===== src/tcc_pkg.sv =====
package tcc_pkg;

	// ****************************************
	// Widths and encodings
	// ****************************************
	localparam int CNT_W = 16;
	localparam logic [15:0] CNT_MAX = 16'hFFFF;
	localparam logic [15:0] CNT_RESET = 16'h0000;

	// Clock source select codes: five internal clocks, then three chained inputs.
	localparam logic [2:0] CLKSEL_DIV2 = 3'h0;
	localparam logic [2:0] CLKSEL_DIV8 = 3'h1;
	localparam logic [2:0] CLKSEL_DIV32 = 3'h2;
	localparam logic [2:0] CLKSEL_DIV128 = 3'h3;
	localparam logic [2:0] CLKSEL_SLOW = 3'h4;
	localparam logic [2:0] CLKSEL_XC0 = 3'h5;
	localparam logic [2:0] CLKSEL_XC1 = 3'h6;
	localparam logic [2:0] CLKSEL_XC2 = 3'h7;

	// Prescaler taps on a free-running divider counter.
	localparam int DIV_W = 7;
	localparam int TAP_DIV2 = 0;
	localparam int TAP_DIV8 = 2;
	localparam int TAP_DIV32 = 4;
	localparam int TAP_DIV128 = 6;

	// Burst gate codes.
	localparam logic [1:0] BURST_NONE = 2'h0;
	localparam logic [1:0] BURST_XC0 = 2'h1;
	localparam logic [1:0] BURST_XC1 = 2'h2;
	localparam logic [1:0] BURST_XC2 = 2'h3;

	// Edge codes for load and trigger edge fields.
	localparam logic [1:0] EDGE_NONE = 2'h0;
	localparam logic [1:0] EDGE_RISE = 2'h1;
	localparam logic [1:0] EDGE_FALL = 2'h2;
	localparam logic [1:0] EDGE_BOTH = 2'h3;

	// Waveform external event source codes.
	localparam logic [1:0] EEVT_LINE_B = 2'h0;
	localparam logic [1:0] EEVT_XC0 = 2'h1;
	localparam logic [1:0] EEVT_XC1 = 2'h2;
	localparam logic [1:0] EEVT_XC2 = 2'h3;

	// Block-level chaining select: pin or another channel's line A.
	localparam logic [1:0] CHAIN_PIN = 2'h0;
	localparam logic [1:0] CHAIN_LINE_A_1 = 2'h2;
	localparam logic [1:0] CHAIN_LINE_A_2 = 2'h3;

	// ****************************************
	// Carriers
	// ****************************************
	typedef struct packed {
		logic [2:0] clock_source_select;
		logic clock_invert;
		logic [1:0] burst;
		logic wave;
		logic disable_on_b_load;
		logic stop_on_b_load;
		logic disable_on_c_match;
		logic stop_on_c_match;
		logic trigger_on_c_match;
		logic trig_on_line_a;
		logic [1:0] ext_trigger_edge;
		logic [1:0] load_a_edge;
		logic [1:0] load_b_edge;
		logic [1:0] eevt_src;
		logic [1:0] eevt_edge;
		logic event_trigger_enable;
	} tcc_mode_s;

	typedef struct packed {
		logic clock_enable_cmd;
		logic clock_disable_cmd;
		logic soft_trigger_cmd;
	} tcc_cmd_s;

	typedef struct packed {
		logic overflow_flag;
		logic load_overrun_flag;
		logic clock_running_flag;
		logic load_a_flag;
		logic load_b_flag;
		logic c_match_flag;
		logic ext_trig_flag;
	} tcc_status_s;

endpackage


===== src/tcc_edge.sv =====
// Two-flop synchroniser followed by an edge detector for an outside signal.
module tcc_edge (
	input wire logic mclk_i,
	input wire logic reset_i,
	input wire logic async_i,
	output logic level_o,
	output logic rise_o,
	output logic fall_o
);

	logic meta;
	logic sync;
	logic prev;

	always_ff @(posedge mclk_i or posedge reset_i)
	begin
		if (reset_i)
		begin
			meta <= 1'b0;
			sync <= 1'b0;
			prev <= 1'b0;
		end
		else
		begin
			meta <= async_i;
			sync <= meta;
			prev <= sync;
		end
	end

	assign level_o = sync;
	assign rise_o = sync & ~prev;
	assign fall_o = ~sync & prev;

endmodule // tcc_edge


===== src/tcc_timer.sv =====
module tcc_timer #(
	parameter int CW = tcc_pkg::CNT_W,
	parameter int CH = 0
) (
	input wire logic mclk_i,
	input wire logic reset_i,
	input wire logic slow_clock_i,
	input wire logic [2:0] ext_clock_pins_i,
	input wire logic [2:0] io_line_a_all_i,
	input wire logic [5:0] chain_select_i,
	input wire logic io_line_b_i,
	input wire tcc_pkg::tcc_mode_s mode_i,
	input wire tcc_pkg::tcc_cmd_s cmd_i,
	input wire logic block_sync_i,
	input wire logic [CW-1:0] compare_c_i,
	input wire logic read_capture_a_i,
	input wire logic read_capture_b_i,
	input wire logic read_status_i,
	output logic [CW-1:0] counter_value_o,
	output logic [CW-1:0] capture_a_o,
	output logic [CW-1:0] capture_b_o,
	output tcc_pkg::tcc_status_s status_o,
	output logic line_a_oe_n_o,
	output logic line_b_oe_n_o
);

	// ****************************************
	// Input synchronisation
	// ****************************************
	logic [2:0] pin_level;
	logic [2:0] la_level;
	logic slow_level;
	logic slow_rise;
	logic slow_fall;
	logic a_level;
	logic a_rise;
	logic a_fall;
	logic b_level;
	logic b_rise;
	logic b_fall;

	// Every outside signal passes two flops before logic reads it.
	genvar gi;
	generate
		for (gi = 0; gi < 3; gi++)
		begin : g_sync
			tcc_edge u_pin (.mclk_i(mclk_i), .reset_i(reset_i), .async_i(ext_clock_pins_i[gi]),
				.level_o(pin_level[gi]), .rise_o(), .fall_o());
			tcc_edge u_la (.mclk_i(mclk_i), .reset_i(reset_i), .async_i(io_line_a_all_i[gi]),
				.level_o(la_level[gi]), .rise_o(), .fall_o());
		end
	endgenerate

	tcc_edge u_slow (.mclk_i(mclk_i), .reset_i(reset_i), .async_i(slow_clock_i),
		.level_o(slow_level), .rise_o(slow_rise), .fall_o(slow_fall));
	tcc_edge u_a (.mclk_i(mclk_i), .reset_i(reset_i), .async_i(io_line_a_all_i[CH]),
		.level_o(a_level), .rise_o(a_rise), .fall_o(a_fall));
	tcc_edge u_b (.mclk_i(mclk_i), .reset_i(reset_i), .async_i(io_line_b_i),
		.level_o(b_level), .rise_o(b_rise), .fall_o(b_fall));

	// ****************************************
	// Helpers
	// ****************************************
	function automatic logic edge_hit(input logic [1:0] sel, input logic r, input logic f);
		edge_hit = (sel == tcc_pkg::EDGE_RISE && r) || (sel == tcc_pkg::EDGE_FALL && f)
			|| (sel == tcc_pkg::EDGE_BOTH && (r || f));
	endfunction

	// Chained input from a pin or from another channel's line A, per 2-bit field.
	function automatic logic chain_pick(input logic [1:0] sel, input logic pin,
		input logic [2:0] la, input int ch);
		chain_pick = pin;
		if (sel == tcc_pkg::CHAIN_LINE_A_1)
			chain_pick = la[(ch + 1) % 3];
		else if (sel == tcc_pkg::CHAIN_LINE_A_2)
			chain_pick = la[(ch + 2) % 3];
	endfunction

	// ****************************************
	// Clock selection
	// ****************************************
	logic [2:0] xc;
	logic [tcc_pkg::DIV_W-1:0] div;
	logic [tcc_pkg::DIV_W-1:0] next_div;
	logic [tcc_pkg::DIV_W-1:0] div_rise;
	logic sel_level;
	logic sel_prev;
	logic sel_edge;
	logic gate_ok;
	logic count_tick;

	assign xc[0] = chain_pick(chain_select_i[1:0], pin_level[0], la_level, 0);
	assign xc[1] = chain_pick(chain_select_i[3:2], pin_level[1], la_level, 1);
	assign xc[2] = chain_pick(chain_select_i[5:4], pin_level[2], la_level, 2);

	// Prescaler: a tap rises once per 2^(tap+1) master clocks.
	assign next_div = div + 1'b1;
	assign div_rise = next_div & ~div;

	// Internal clocks count on their own rising tick; the invert bit then uses the falling tick.
	logic int_rise;
	logic int_fall;
	logic [tcc_pkg::DIV_W-1:0] div_fall;
	assign div_fall = ~next_div & div;

	always_comb
	begin
		int_rise = 1'b0;
		int_fall = 1'b0;
		sel_level = 1'b0;
		unique case (mode_i.clock_source_select)
			tcc_pkg::CLKSEL_DIV2:
			begin
				int_rise = div_rise[tcc_pkg::TAP_DIV2];
				int_fall = div_fall[tcc_pkg::TAP_DIV2];
			end
			tcc_pkg::CLKSEL_DIV8:
			begin
				int_rise = div_rise[tcc_pkg::TAP_DIV8];
				int_fall = div_fall[tcc_pkg::TAP_DIV8];
			end
			tcc_pkg::CLKSEL_DIV32:
			begin
				int_rise = div_rise[tcc_pkg::TAP_DIV32];
				int_fall = div_fall[tcc_pkg::TAP_DIV32];
			end
			tcc_pkg::CLKSEL_DIV128:
			begin
				int_rise = div_rise[tcc_pkg::TAP_DIV128];
				int_fall = div_fall[tcc_pkg::TAP_DIV128];
			end
			tcc_pkg::CLKSEL_SLOW:
			begin
				int_rise = slow_rise;
				int_fall = slow_fall;
			end
			tcc_pkg::CLKSEL_XC0: sel_level = xc[0];
			tcc_pkg::CLKSEL_XC1: sel_level = xc[1];
			tcc_pkg::CLKSEL_XC2: sel_level = xc[2];
		endcase
	end

	logic ext_sel;
	assign ext_sel = mode_i.clock_source_select >= tcc_pkg::CLKSEL_XC0;
	assign sel_edge = ext_sel ? (mode_i.clock_invert ? (~sel_level & sel_prev)
		: (sel_level & ~sel_prev))
		: (mode_i.clock_invert ? int_fall : int_rise);

	// Burst gate: the clock passes only while the chosen chained input is high.
	assign gate_ok = (mode_i.burst == tcc_pkg::BURST_NONE) ? 1'b1
		: xc[mode_i.burst - 2'h1];

	// ****************************************
	// Clock control and triggers
	// ****************************************
	logic enabled;
	logic running;
	logic trig_pending;
	logic sw_trig;
	logic c_match;
	logic ext_trig;
	logic any_trig;
	logic c_trig;
	logic cap_a_ok;
	logic cap_b_ok;
	logic load_a;
	logic load_b;
	logic ev_level;
	logic ev_prev;
	logic ev_hit;
	logic [CW-1:0] count;
	logic [CW-1:0] cap_a;
	logic [CW-1:0] cap_b;
	logic a_loaded;
	logic a_unread;
	logic b_unread;
	logic overflow;
	logic overrun;
	logic c_match_seen;
	logic ext_seen;
	logic a_seen;
	logic b_seen;

	assign sw_trig = cmd_i.soft_trigger_cmd | block_sync_i;
	assign c_match = count_tick & (count == compare_c_i);
	assign ev_level = (mode_i.eevt_src == tcc_pkg::EEVT_LINE_B) ? b_level
		: xc[mode_i.eevt_src - 2'h1];
	assign ev_hit = edge_hit(mode_i.eevt_edge, ev_level & ~ev_prev, ~ev_level & ev_prev);

	// Edge field of zero never matches, so the external trigger is off.
	assign ext_trig = mode_i.wave ? (mode_i.event_trigger_enable & ev_hit)
		: (mode_i.trig_on_line_a ? edge_hit(mode_i.ext_trigger_edge, a_rise, a_fall)
		: edge_hit(mode_i.ext_trigger_edge, b_rise, b_fall));
	assign c_trig = mode_i.trigger_on_c_match & c_match;
	assign any_trig = sw_trig | ext_trig | c_trig;

	// Count ticks only while enabled, started and ungated.
	assign count_tick = sel_edge & gate_ok & enabled & running;

	assign cap_a_ok = ~a_loaded;
	assign cap_b_ok = a_loaded;
	assign load_a = ~mode_i.wave & cap_a_ok & edge_hit(mode_i.load_a_edge, a_rise, a_fall);
	assign load_b = ~mode_i.wave & cap_b_ok & edge_hit(mode_i.load_b_edge, a_rise, a_fall);

	logic stop_ev;
	logic dis_ev;
	assign stop_ev = (~mode_i.wave & load_b & mode_i.stop_on_b_load)
		| (mode_i.wave & c_match & mode_i.stop_on_c_match);
	assign dis_ev = (~mode_i.wave & load_b & mode_i.disable_on_b_load)
		| (mode_i.wave & c_match & mode_i.disable_on_c_match);

	always_ff @(posedge mclk_i or posedge reset_i)
	begin
		if (reset_i)
		begin
			div <= '0;
			sel_prev <= 1'b0;
			ev_prev <= 1'b0;
			enabled <= 1'b0;
			running <= 1'b0;
			trig_pending <= 1'b0;
			count <= CW'(tcc_pkg::CNT_RESET);
		end
		else
		begin
			div <= next_div;
			sel_prev <= sel_level;
			ev_prev <= ev_level;
			// Disable wins over enable so a stray pair leaves the channel safe.
			if (cmd_i.clock_disable_cmd | dis_ev)
				enabled <= 1'b0;
			else if (cmd_i.clock_enable_cmd)
				enabled <= 1'b1;
			if (enabled & any_trig)
				running <= 1'b1;
			else if (enabled & stop_ev)
				running <= 1'b0;
			// The reset waits for the next active edge of the count clock.
			if (count_tick)
				trig_pending <= 1'b0;
			if (enabled & (sw_trig | ext_trig))
				trig_pending <= 1'b1;
			// A compare trigger already sits on its active edge, so it zeroes the counter there.
			if (count_tick)
				count <= (trig_pending | c_trig) ? CW'(tcc_pkg::CNT_RESET) : count + 1'b1;
		end
	end

	// ****************************************
	// Capture registers and flags
	// ****************************************
	always_ff @(posedge mclk_i or posedge reset_i)
	begin
		if (reset_i)
		begin
			cap_a <= '0;
			cap_b <= '0;
			a_loaded <= 1'b0;
			a_unread <= 1'b0;
			b_unread <= 1'b0;
			overflow <= 1'b0;
			overrun <= 1'b0;
			c_match_seen <= 1'b0;
			ext_seen <= 1'b0;
			a_seen <= 1'b0;
			b_seen <= 1'b0;
		end
		else
		begin
			if (load_a)
				cap_a <= count;
			if (load_b)
				cap_b <= count;
			if (any_trig | load_b)
				a_loaded <= 1'b0;
			else if (load_a)
				a_loaded <= 1'b1;
			// Set wins over the read in the same cycle.
			a_unread <= load_a | (a_unread & ~read_capture_a_i);
			b_unread <= load_b | (b_unread & ~read_capture_b_i);
			overrun <= ((load_a & a_unread) | (load_b & b_unread))
				| (overrun & ~read_status_i);
			overflow <= (count_tick & ~(trig_pending | c_trig) & count == CW'(tcc_pkg::CNT_MAX))
				| (overflow & ~read_status_i);
			c_match_seen <= c_match | (c_match_seen & ~read_status_i);
			ext_seen <= ext_trig | (ext_seen & ~read_status_i);
			a_seen <= load_a | (a_seen & ~read_status_i);
			b_seen <= load_b | (b_seen & ~read_status_i);
		end
	end

	// ****************************************
	// Outputs
	// ****************************************
	assign counter_value_o = count;
	assign capture_a_o = cap_a;
	assign capture_b_o = cap_b;
	assign status_o.overflow_flag = overflow;
	assign status_o.load_overrun_flag = overrun;
	assign status_o.clock_running_flag = enabled;
	assign status_o.load_a_flag = a_seen;
	assign status_o.load_b_flag = b_seen;
	assign status_o.c_match_flag = c_match_seen;
	assign status_o.ext_trig_flag = ext_seen;

	// Enables are active low; waveform generation itself lives outside this channel.
	assign line_a_oe_n_o = ~mode_i.wave;
	assign line_b_oe_n_o = ~(mode_i.wave & (mode_i.eevt_src != tcc_pkg::EEVT_LINE_B));

endmodule // tcc_timer


===== config.mk =====
export PLATFORM = sky130hd
export DESIGN_NAME = tcc_timer
export DESIGN_NICKNAME = d
export VERILOG_FILES = /design/src/tcc_pkg.sv /design/src/tcc_edge.sv /design/src/tcc_timer.sv
export SDC_FILE = /design/constraint.sdc
export NUM_CORES = 1
export LEC_CHECK = 0
export BUFFER_PORTS_ARGS = -buffer_cell sky130_fd_sc_hd__buf_2
export CORE_UTILIZATION = 49
export CTS_BUF_LIST = sky130_fd_sc_hd__clkbuf_8
export DETAILED_ROUTE_END_ITERATION = 7
export PLACE_DENSITY = 0.89
export SLEW_MARGIN = 5
export SYNTH_ARGS = -nofsm -noshare
export SYNTH_HDL_FRONTEND = slang
export SYNTH_SLANG_ARGS = --single-unit

===== constraint.sdc =====
create_clock -name mclk_i -period 2.5 [get_ports mclk_i]
set_input_delay 0 -clock mclk_i [delete_from_list [all_inputs] [get_ports mclk_i]]
set_output_delay 0 -clock mclk_i [all_outputs]
set_load 0.1 [all_outputs]

## After elaboration in Yosys (flattened, before gate mapping)

Index checks and enable logic that the tools add are counted.

- Equal/unequal tests: 27
- Bitwise gates (word level): 80
- $add $sub $neg: 4
- Multiplexer cells: 29
- Order comparisons: 3
- Reductions and logical operators: 36

Operators with widths:

| cell | count |
|---|---|
| bitwise AND 1 bit | 42 |
| equality test 2 bit, second input constant | 14 |
| 2-to-1 mux 1 bit | 23 |
| NOT 1 bit | 17 |
| OR 1 bit | 17 |
| adder 16 x 1 -> 16 bit, second input constant | 1 |
| equality test 16 bit | 1 |
| equality test 16 bit, second input constant | 1 |
| 2-to-1 mux 16 bit | 1 |
| logical AND 1 bit | 15 |
| bitwise AND 7 bit | 2 |
| NOT 7 bit | 2 |
| logical OR 1 bit | 13 |
| equality test 3 bit, second input constant | 4 |
| one-hot mux 1 bit (5 select lines) | 2 |
| nonzero test 2 bit | 5 |
| equality test 2 x 1 -> 1 bit, second input constant | 4 |
| adder 7 x 1 -> 7 bit, second input constant | 1 |
| equality test 3 x 2 -> 1 bit, second input constant | 2 |
| less-than comparator 2 x 3 -> 1 bit, second input constant | 2 |
| binary-select mux 1 bit (select 2 bit) | 2 |
| zero test 2 bit | 2 |
| subtractor 2 x 1 -> 2 bit, second input constant | 2 |
| equality test 3 x 1 -> 1 bit, second input constant | 1 |
| other kinds (3) | 3 |

- Output and inout bits: 57
- Bits in registers: 88
- Logic and storage cells: 216
- Input port bits: 63

## Logic depth before layout (Yosys ltp)

Gate-level depths: netlist of run 1.

- Word-level depth: 18
- Gate-level depth with buffers: 14
- Gate-level depth less buffers: 14

## Hierarchy

A second synthesis of run 1 with hierarchy kept.

- Cells, all modules: 453
- Area, all modules: 4,708.3 µm²

By module, submodules not included:

| module | area each (µm²) | cells each | sequential area each (µm²) | times used |
|---|---|---|---|---|
| tcc_timer | 3,863.7 | 399 | 1,726.7 | 1 |
| tcc_edge | 93.8 | 6 | 75.1 | 9 |

## Worst setup path before layout of run 1

Ideal clock, no wire load.

- Kind: flip-flop to flip-flop
- From: register count[6] (netlist: counter_value_o[6])
- To: register count[4] (netlist: counter_value_o[4])
- Required time: 2.377 ns
- Clock period less this slack: 2.596 ns
- Path slack: -0.096 ns
- Stages on the path, launching flop included: 9
- Path buffers: 2
- Library setup time: 0.123 ns
- Data arrival time: 2.473 ns
- Cells stage by stage: dfrtp_1 buf_2 xnor2_1 nand4_1 nor4_4 a21o_1 buf_2 o211ai_1 a32o_1

- Word-level cells in the longest chain between the ends: 5

Ends and longest elaborated chain:

| element | line | source |
|---|---|---|
| from (decl) | tcc_timer.sv:171 | `logic [CW-1:0] count;` |
| from (signal assigned) | tcc_timer.sv:222 | `count <= CW'(tcc_pkg::CNT_RESET);` |
| from (signal assigned) | tcc_timer.sv:245 | `count <= (trig_pending \| c_trig) ? CW'(tcc_pkg::CNT_RESET) : count + 1'b1;` |
| equality test 16 bit | tcc_timer.sv:185 | `assign c_match = count_tick & (count == compare_c_i);` |
| bitwise AND 1 bit | tcc_timer.sv:185 |  |
| bitwise AND 1 bit | tcc_timer.sv:194 | `assign c_trig = mode_i.trigger_on_c_match & c_match;` |
| OR 1 bit | tcc_timer.sv:245 |  |
| 2-to-1 mux 16 bit | tcc_timer.sv:245 |  |

Every way passes these cells.
A chain may end at the register's enable or synchronous reset.

## Worst setup path after layout of run 1

- From: register div[1] (netlist bit)
- To: register count[11] (netlist: counter_value_o[11])

- Word-level cells in the longest chain between the ends: 13
- Elaborated cells between the ends (all ways): 15
- Classes of those cells: 1 x add/sub; 5 x mux; 9 x bitwise

Ends and longest elaborated chain:

| element | line | source |
|---|---|---|
| from (decl) | tcc_timer.sv:83 | `logic [tcc_pkg::DIV_W-1:0] div;` |
| from (signal assigned) | tcc_timer.sv:226 | `div <= next_div;` |
| adder 7 x 1 -> 7 bit (*) | tcc_timer.sv:97 | `assign next_div = div + 1'b1;` |
| NOT 7 bit | tcc_timer.sv:104 | `assign div_fall = ~next_div & div;` |
| bitwise AND 7 bit | tcc_timer.sv:104 |  |
| one-hot mux 1 bit (5 select lines) | tcc_timer.sv:111 | `unique case (mode_i.clock_source_select)` |
| 2-to-1 mux 1 bit (*) | tcc_timer.sv:147 | `: (mode_i.clock_invert ? int_fall : int_rise);` |
| 2-to-1 mux 1 bit (*) | tcc_timer.sv:145 | `assign sel_edge = ext_sel ? (mode_i.clock_invert ? (~sel_level & sel_prev)` |
| bitwise AND 1 bit (*) (3 in series) | tcc_timer.sv:198 | `assign count_tick = sel_edge & gate_ok & enabled & running;` |
| bitwise AND 1 bit | tcc_timer.sv:185 |  |
| bitwise AND 1 bit | tcc_timer.sv:194 |  |
| OR 1 bit | tcc_timer.sv:245 |  |
| 2-to-1 mux 16 bit | tcc_timer.sv:245 |  |

Mark *: on every way between the ends. The rest lies on a longest branch, timed or not.

==> results.toml, run 1 <==
[logic_synthesis]
async_flop_share_pct = 100
synth_top_area_share_pct = 50.6
synth_commonest_cells = "dfrtp_1, inv_1, mux2_2"
synth_top_area_cell = "dfrtp_1"
post-synth-top-count-cell = "dfrtp_1"
synth_area_um2 = 4350
ys.warnings.count = 0
syn_inst = 375
yosys-top-cells-area = "dfrtp_1, mux2_2, ha_1, xnor2_1, inv_1"
yosysSeqAreaShare_pct = 50.6
postSynthAreaPerCell_um2 = 11.6
synthFlopType = "dfrtp_1"
synth_edf_count = 0
ys_ff_latch = 88
ys_types = 55
synthesis.nets = 454

[timing]
setup_ws_ns = -0.0789
grt_setup_unrepaired = "true"
setup_tns_ns = -0.685
fin_crit_ns = 2.58
whs_ns = 0.0183
maxSlewViolCount = 0
fin_crit_sh_pct = 103
finalSetupViolCount = 18
slew_headroom_pct = 43.3
hold_viol_final = 0
worst-slew-pin-transition_ns = 0.850
fin_skew_ns = 0.0105
fmax_mhz = 388

[die]
die_w_um = 96.2
core_um2 = 8640
ios = 120
row_count = 34
die_y_um = 96.2
die-area_um2 = 9260
start_util_pct = 50.4

[power_and_ir_drop]
ir_drop_mv = 0.854
pwr-share-comb_pct = 26.4
p_sw_share_pct = 36.2
power_switching_mw = 1.26
clockPowerShare_pct = 28.3
seqPwrFrac_pct = 45.3
leakage_nw = 2.88
internal-power_mw = 2.22
powerDensity_nw_per_um2 = 613
finalPower_mw = 3.48

[setup_path]
worstRegToRegCells = 10
cpMaxStageDelayCell = "mux4_2"
crit_chain = "ha_2, and3_4, and3_4, ha_4, mux4_2, nor2_2, o21a_1, a211oi_4, and2_4, a211o_1"
arrival_ns = 2.81
cp-end-kind = "flop"
startpoint_type = "flop"
cpPeakStageDelay_ns = 0.47
cp_max_fo = 10
cpLargestDelayFamily = "simple AND/OR/NAND/NOR gates"
startpoint = "div[1]"
criticalPathCategory = "reg2reg"
cp.depth = 10
cp.required_ns = 2.73
crit_top_cell = "and3_4"
r2r-start = "div[1]"
critPathBufInv = 0

[placed_design]
dpl.hpwl_mm = 7.43
placedCellCount = 596
port_buffers = 119
placed_area_um2 = 5100
gp_congestion = 0.818
pre_cts_ws_ns = -0.0657

[outcome]
outcome = "finished with violations"
violations = "setup timing"

[detailed_routing]
drtIter0Drc = 289
wirelength_mm = 11.5
drcViolationCount = 0
vias_per_cell = 5.70
vias = 3636
antenna_left = 0
drtPass1Iterations = 4
post_drt_wl_per_cell_um = 18.1

[global_route]
grt_pass1_vias = 3624
grt_usage_pct = 25.0
grt_pass1_wl_mm = 17.3
grt_overflow = 0
antenna_found_initial = 1
grt_max_degree = 50

[final_layout]
drive_gt1_share_pct = 45.0
fill_cells = 634
fin_cells = 638
final_nets = 603
fin_util_pct = 65.8
stdcell_area_um2 = 5680
area_growth_pct = 30.6

[hold_path]
hold_path_depth = 5
hold_path_class = "in2reg"
hold_path_startpoint = "cmd_i[0]"

[clock_network]
cts_buffers = 9
clockBufferDepth = 2
cts_sinks = 88
cts-root-buf = "clkbuf_8"
clock_latency_ns = 0.35
cts_tree = "yes"
path_clk_slew_ns = 0.09
htreeDepth = 3

[run]
drv_cap = 0
[path summary, 6_finish.rpt]
kind                                        to  slack, ns
min in group asynchronous               div[5]       0.38
hold reg to reg                 u_slow.level_o       0.35
setup reg to reg           counter_value_o[11]      -0.08
hold / removal                        a_loaded       0.02
setup / recovery           counter_value_o[11]      -0.08
max in group asynchronous   counter_value_o[9]       1.43
[cell families after synthesis]
logic type	share of synthesized area [%]
multiplexers	11.8
flip-flops	50.6
adder cells (fa/ha/maj)	4.60
buffers and inverters	6.16
AND/OR/NAND/NOR	9.98
AO/OA/AOI/OAI	13.2
XOR/XNOR	3.62
[flip-flops by register name, summed over array words and instances, names as in the netlist, 3 cells and up]
register	cells
g_sync.u_la.meta	3
counter_value_o	16
capture_b_o	16
div	7
g_sync.u_la.level_o	3
g_sync.u_pin.level_o	3
capture_a_o	16
g_sync.u_pin.meta	3
[metal layers]
metal / global-route usage (%) / vias up / routed length [um]
met2: 42.6 / 148 / 5830
met5: 0 / - / 0
met3: 4.27 / 41 / 679
met4: 14.6 / 0 / 456
met1: 29.7 / 1818 / 4550
li1: - / 1629 / -
[placed cells by master (no fill, tap or decap), drive strengths merged, types with 4 or more instances in the layout]
cell type,instances
nand2,15
clkbuf,9
mux2,34
nor3,4
mux2i,8
a21oi,11
nand4,6
dlygate4sd3,18
dfrtp,88
inv,34
nand3,9
o2bb2ai,8
nand2b,8
nor2,19
o21ai,4
buf,142
clkinv,4
a21o,5
o211ai,12
xnor2,17
and3,11
ha,16
[worst register-to-register path, cell delays in order, from the launching register on]
cell and delay (ns):
dfrtp_1 0.40, ha_2 0.20, and3_4 0.19, and3_4 0.19
ha_4 0.15, mux4_2 0.47, nor2_2 0.11, o21a_1 0.18
a211oi_4 0.08, and2_4 0.22, a211o_1 0.28
[area by class of cell]
type	instances	area (um2)	share of cell area, %
Antenna cell	1	2.50	0.0441
Clock buffer	9	124	2.18
Clock inverter	7	77.6	1.37
Inverter	33	125	2.20
Multi-Input combinational cell	232	2030	35.8
Sequential cell	88	2210	39.0
Tap cell	108	135	2.38
Timing Repair Buffer	160	968	17.1
[power by group through the flow]
stage          sequential [mW]  clock (mW)  combinational (mW)
5_1_grt                   1.59        1.08               0.966
3_5_place_dp              1.60           0               0.853
6_report                  1.58       0.985               0.917
4_1_cts                   1.57        1.01               0.893
2_1_floorplan             1.92           0               0.344
3_3_place_gp              1.60           0               0.832
[timing repair]
| action | CTS | global route |
|---|---|---|
| pin swaps | 2 | 6 |
| cloned | 2 | 0 |
| resized for setup | 10 | 21 |
| endpoints found under the setup margin | 20 | 22 |
| endpoints found under the hold margin | 63 | 0 |
| hold buffers | 18 | 0 |
| setup buffers | 4 | 1 |
No activity file was read; power rests on OpenSTA's default activity.
==> inputs of run 2 (changes only) <==
MAX_ROUTING_LAYER = met4   (was not set)
==> results.toml, run 2 (same netlist as run 1, synthesis figures left out) <==
[die]
ios = 120
start_util_pct = 50.4
die-area_um2 = 9260
die_y_um = 96.2
core_um2 = 8640
row_count = 34
die_w_um = 96.2

[hold_path]
hold_path_depth = 5
hold_path_startpoint = "cmd_i[0]"
min_to = "a_loaded"
hold_path_class = "in2reg"

[timing]
grt_setup_unrepaired = "true"
whs_ns = 0.0213
setup_ws_ns = -0.0860
worst-slew-pin-transition_ns = 0.836
fin_crit_sh_pct = 103
maxSlewViolCount = 0
finalSetupViolCount = 16
fin_crit_ns = 2.59
fmax_mhz = 387
hold_viol_final = 0
slew_headroom_pct = 44.2
fin_skew_ns = 0.0114

[detailed_routing]
vias_per_cell = 5.77
post_drt_wl_per_cell_um = 18.1
wirelength_mm = 11.6
drtPass1Iterations = 7
drtIter0Drc = 322
drcViolationCount = 0
antenna_left = 0
vias = 3685

[setup_path]
cpMaxStageDelayCell = "mux4_2"
criticalPathCategory = "reg2reg"
cpLargestDelayFamily = "simple AND/OR/NAND/NOR gates"
crit_chain = "ha_2, and3_4, and3_4, ha_4, mux4_2, nor2_2, o21a_1, a211oi_4, and2_4, a211o_1"
worstRegToRegCells = 10
critPathBufInv = 0
r2r_slack_ns = -0.09
crit_top_cell = "and3_4"
r2r-end = "counter_value_o[11]"
cp.required_ns = 2.73
cp-end-kind = "flop"
cpPeakStageDelay_ns = 0.47
startpoint_type = "flop"
cp_max_fo = 10
r2r-start = "div[1]"
arrival_ns = 2.82

[final_layout]
drive_gt1_share_pct = 45.5
stdcell_area_um2 = 5700
area_growth_pct = 31.0
final_nets = 604
fin_cells = 639
final_cell_mix = "buf_2, dfrtp_1, mux2_2"
layout_commonest_cell = "buf_2"
fill_cells = 627

[placed_design]
port_buffers = 119
dpl.hpwl_mm = 7.43
gp_congestion = 0.830
pre_cts_ws_ns = -0.0657
placed_area_um2 = 5100
placedCellCount = 596

[clock_network]
cts_tree = "yes"
cts_sinks = 88
clock_latency_ns = 0.35
cts_buffers = 9
htreeDepth = 3
clockBufferDepth = 2
path_clk_slew_ns = 0.09
cts-root-buf = "clkbuf_8"

[power_and_ir_drop]
leakage_nw = 2.88
finalPower_mw = 3.49
powerDensity_nw_per_um2 = 612
ir_drop_mv = 0.855

[global_route]
grt_pass1_wl_mm = 17.4
grt_pass1_vias = 3617
antenna_found_initial = 1
grt_overflow = 0
grt_usage_pct = 25.8
grt_max_degree = 50

[outcome]
violations = "setup timing"
outcome = "finished with violations"

[run]
drv_cap = 0
==> run 2: tightest hold or removal path, cell delays in order <==
cell and delay, ns:
buf_2 0.08, nor2_1 0.05, o221ai_2 0.06, buf_4 0.11, nor4_1 0.04
==> run 2: area by class of cell <==
type / count / area, um2 / area share [%]
antenna: 1 / 2.50 / 0.0439
inverter: 33 / 125 / 2.20
multi-input combinational: 233 / 2050 / 36.0
tap: 108 / 135 / 2.37
clock inverter: 7 / 77.6 / 1.36
clock buffer: 9 / 124 / 2.17
timing repair buffer: 160 / 968 / 17.0
sequential: 88 / 2210 / 38.8
==> run 2: repair_timing <==
item	in CTS	in global routing
gates cloned	2	1
pin swaps	2	7
endpoints found under the hold margin	63	0
hold buffers	18	0
resized for setup	10	24
endpoints found under the setup margin	20	22
buffers inserted	4	1
==> run 2: how the worst max path moves through the flow <==
stage                     startpoint             endpoint  slack [ns]  cells past startpoint
after global placement        div[1]  counter_value_o[11]        0.01                     10
after CTS                     div[1]  counter_value_o[11]       -0.02                     10
final                         div[1]  counter_value_o[11]       -0.09                     10
after floorplan               div[0]              running        0.01                     11
after detailed placement      div[1]  counter_value_o[11]       -0.07                     11
after global routing          div[1]  counter_value_o[11]       -0.15                     10
==> run 2: layer usage <==
layer / global-route usage, % / wire length (um) / share of wire (%)
met5: - / 0 / 0
met4: 14.2 / 544 / 4.7
met3: 3.95 / 704 / 6.1
met2: 42.8 / 5780 / 50
met1: 30.1 / 4550 / 39
==> run 2: where the power goes <==
group / total, mW / switching (mW) / internal (mW)
Clock: 0.987 / 0.517 / 0.470
Sequential: 1.58 / 0.0789 / 1.50
Combinational: 0.923 / 0.671 / 0.251
==> run 2: stage by stage <==
stage          setup TNS, ns  utilization, %
5_1_grt                -2.09            66.0
3_3_place_gp               0            59.1
6_report              -0.637            66.0
3_5_place_dp          -0.203            59.1
4_1_cts              -0.0292            64.5
2_1_floorplan              0               -
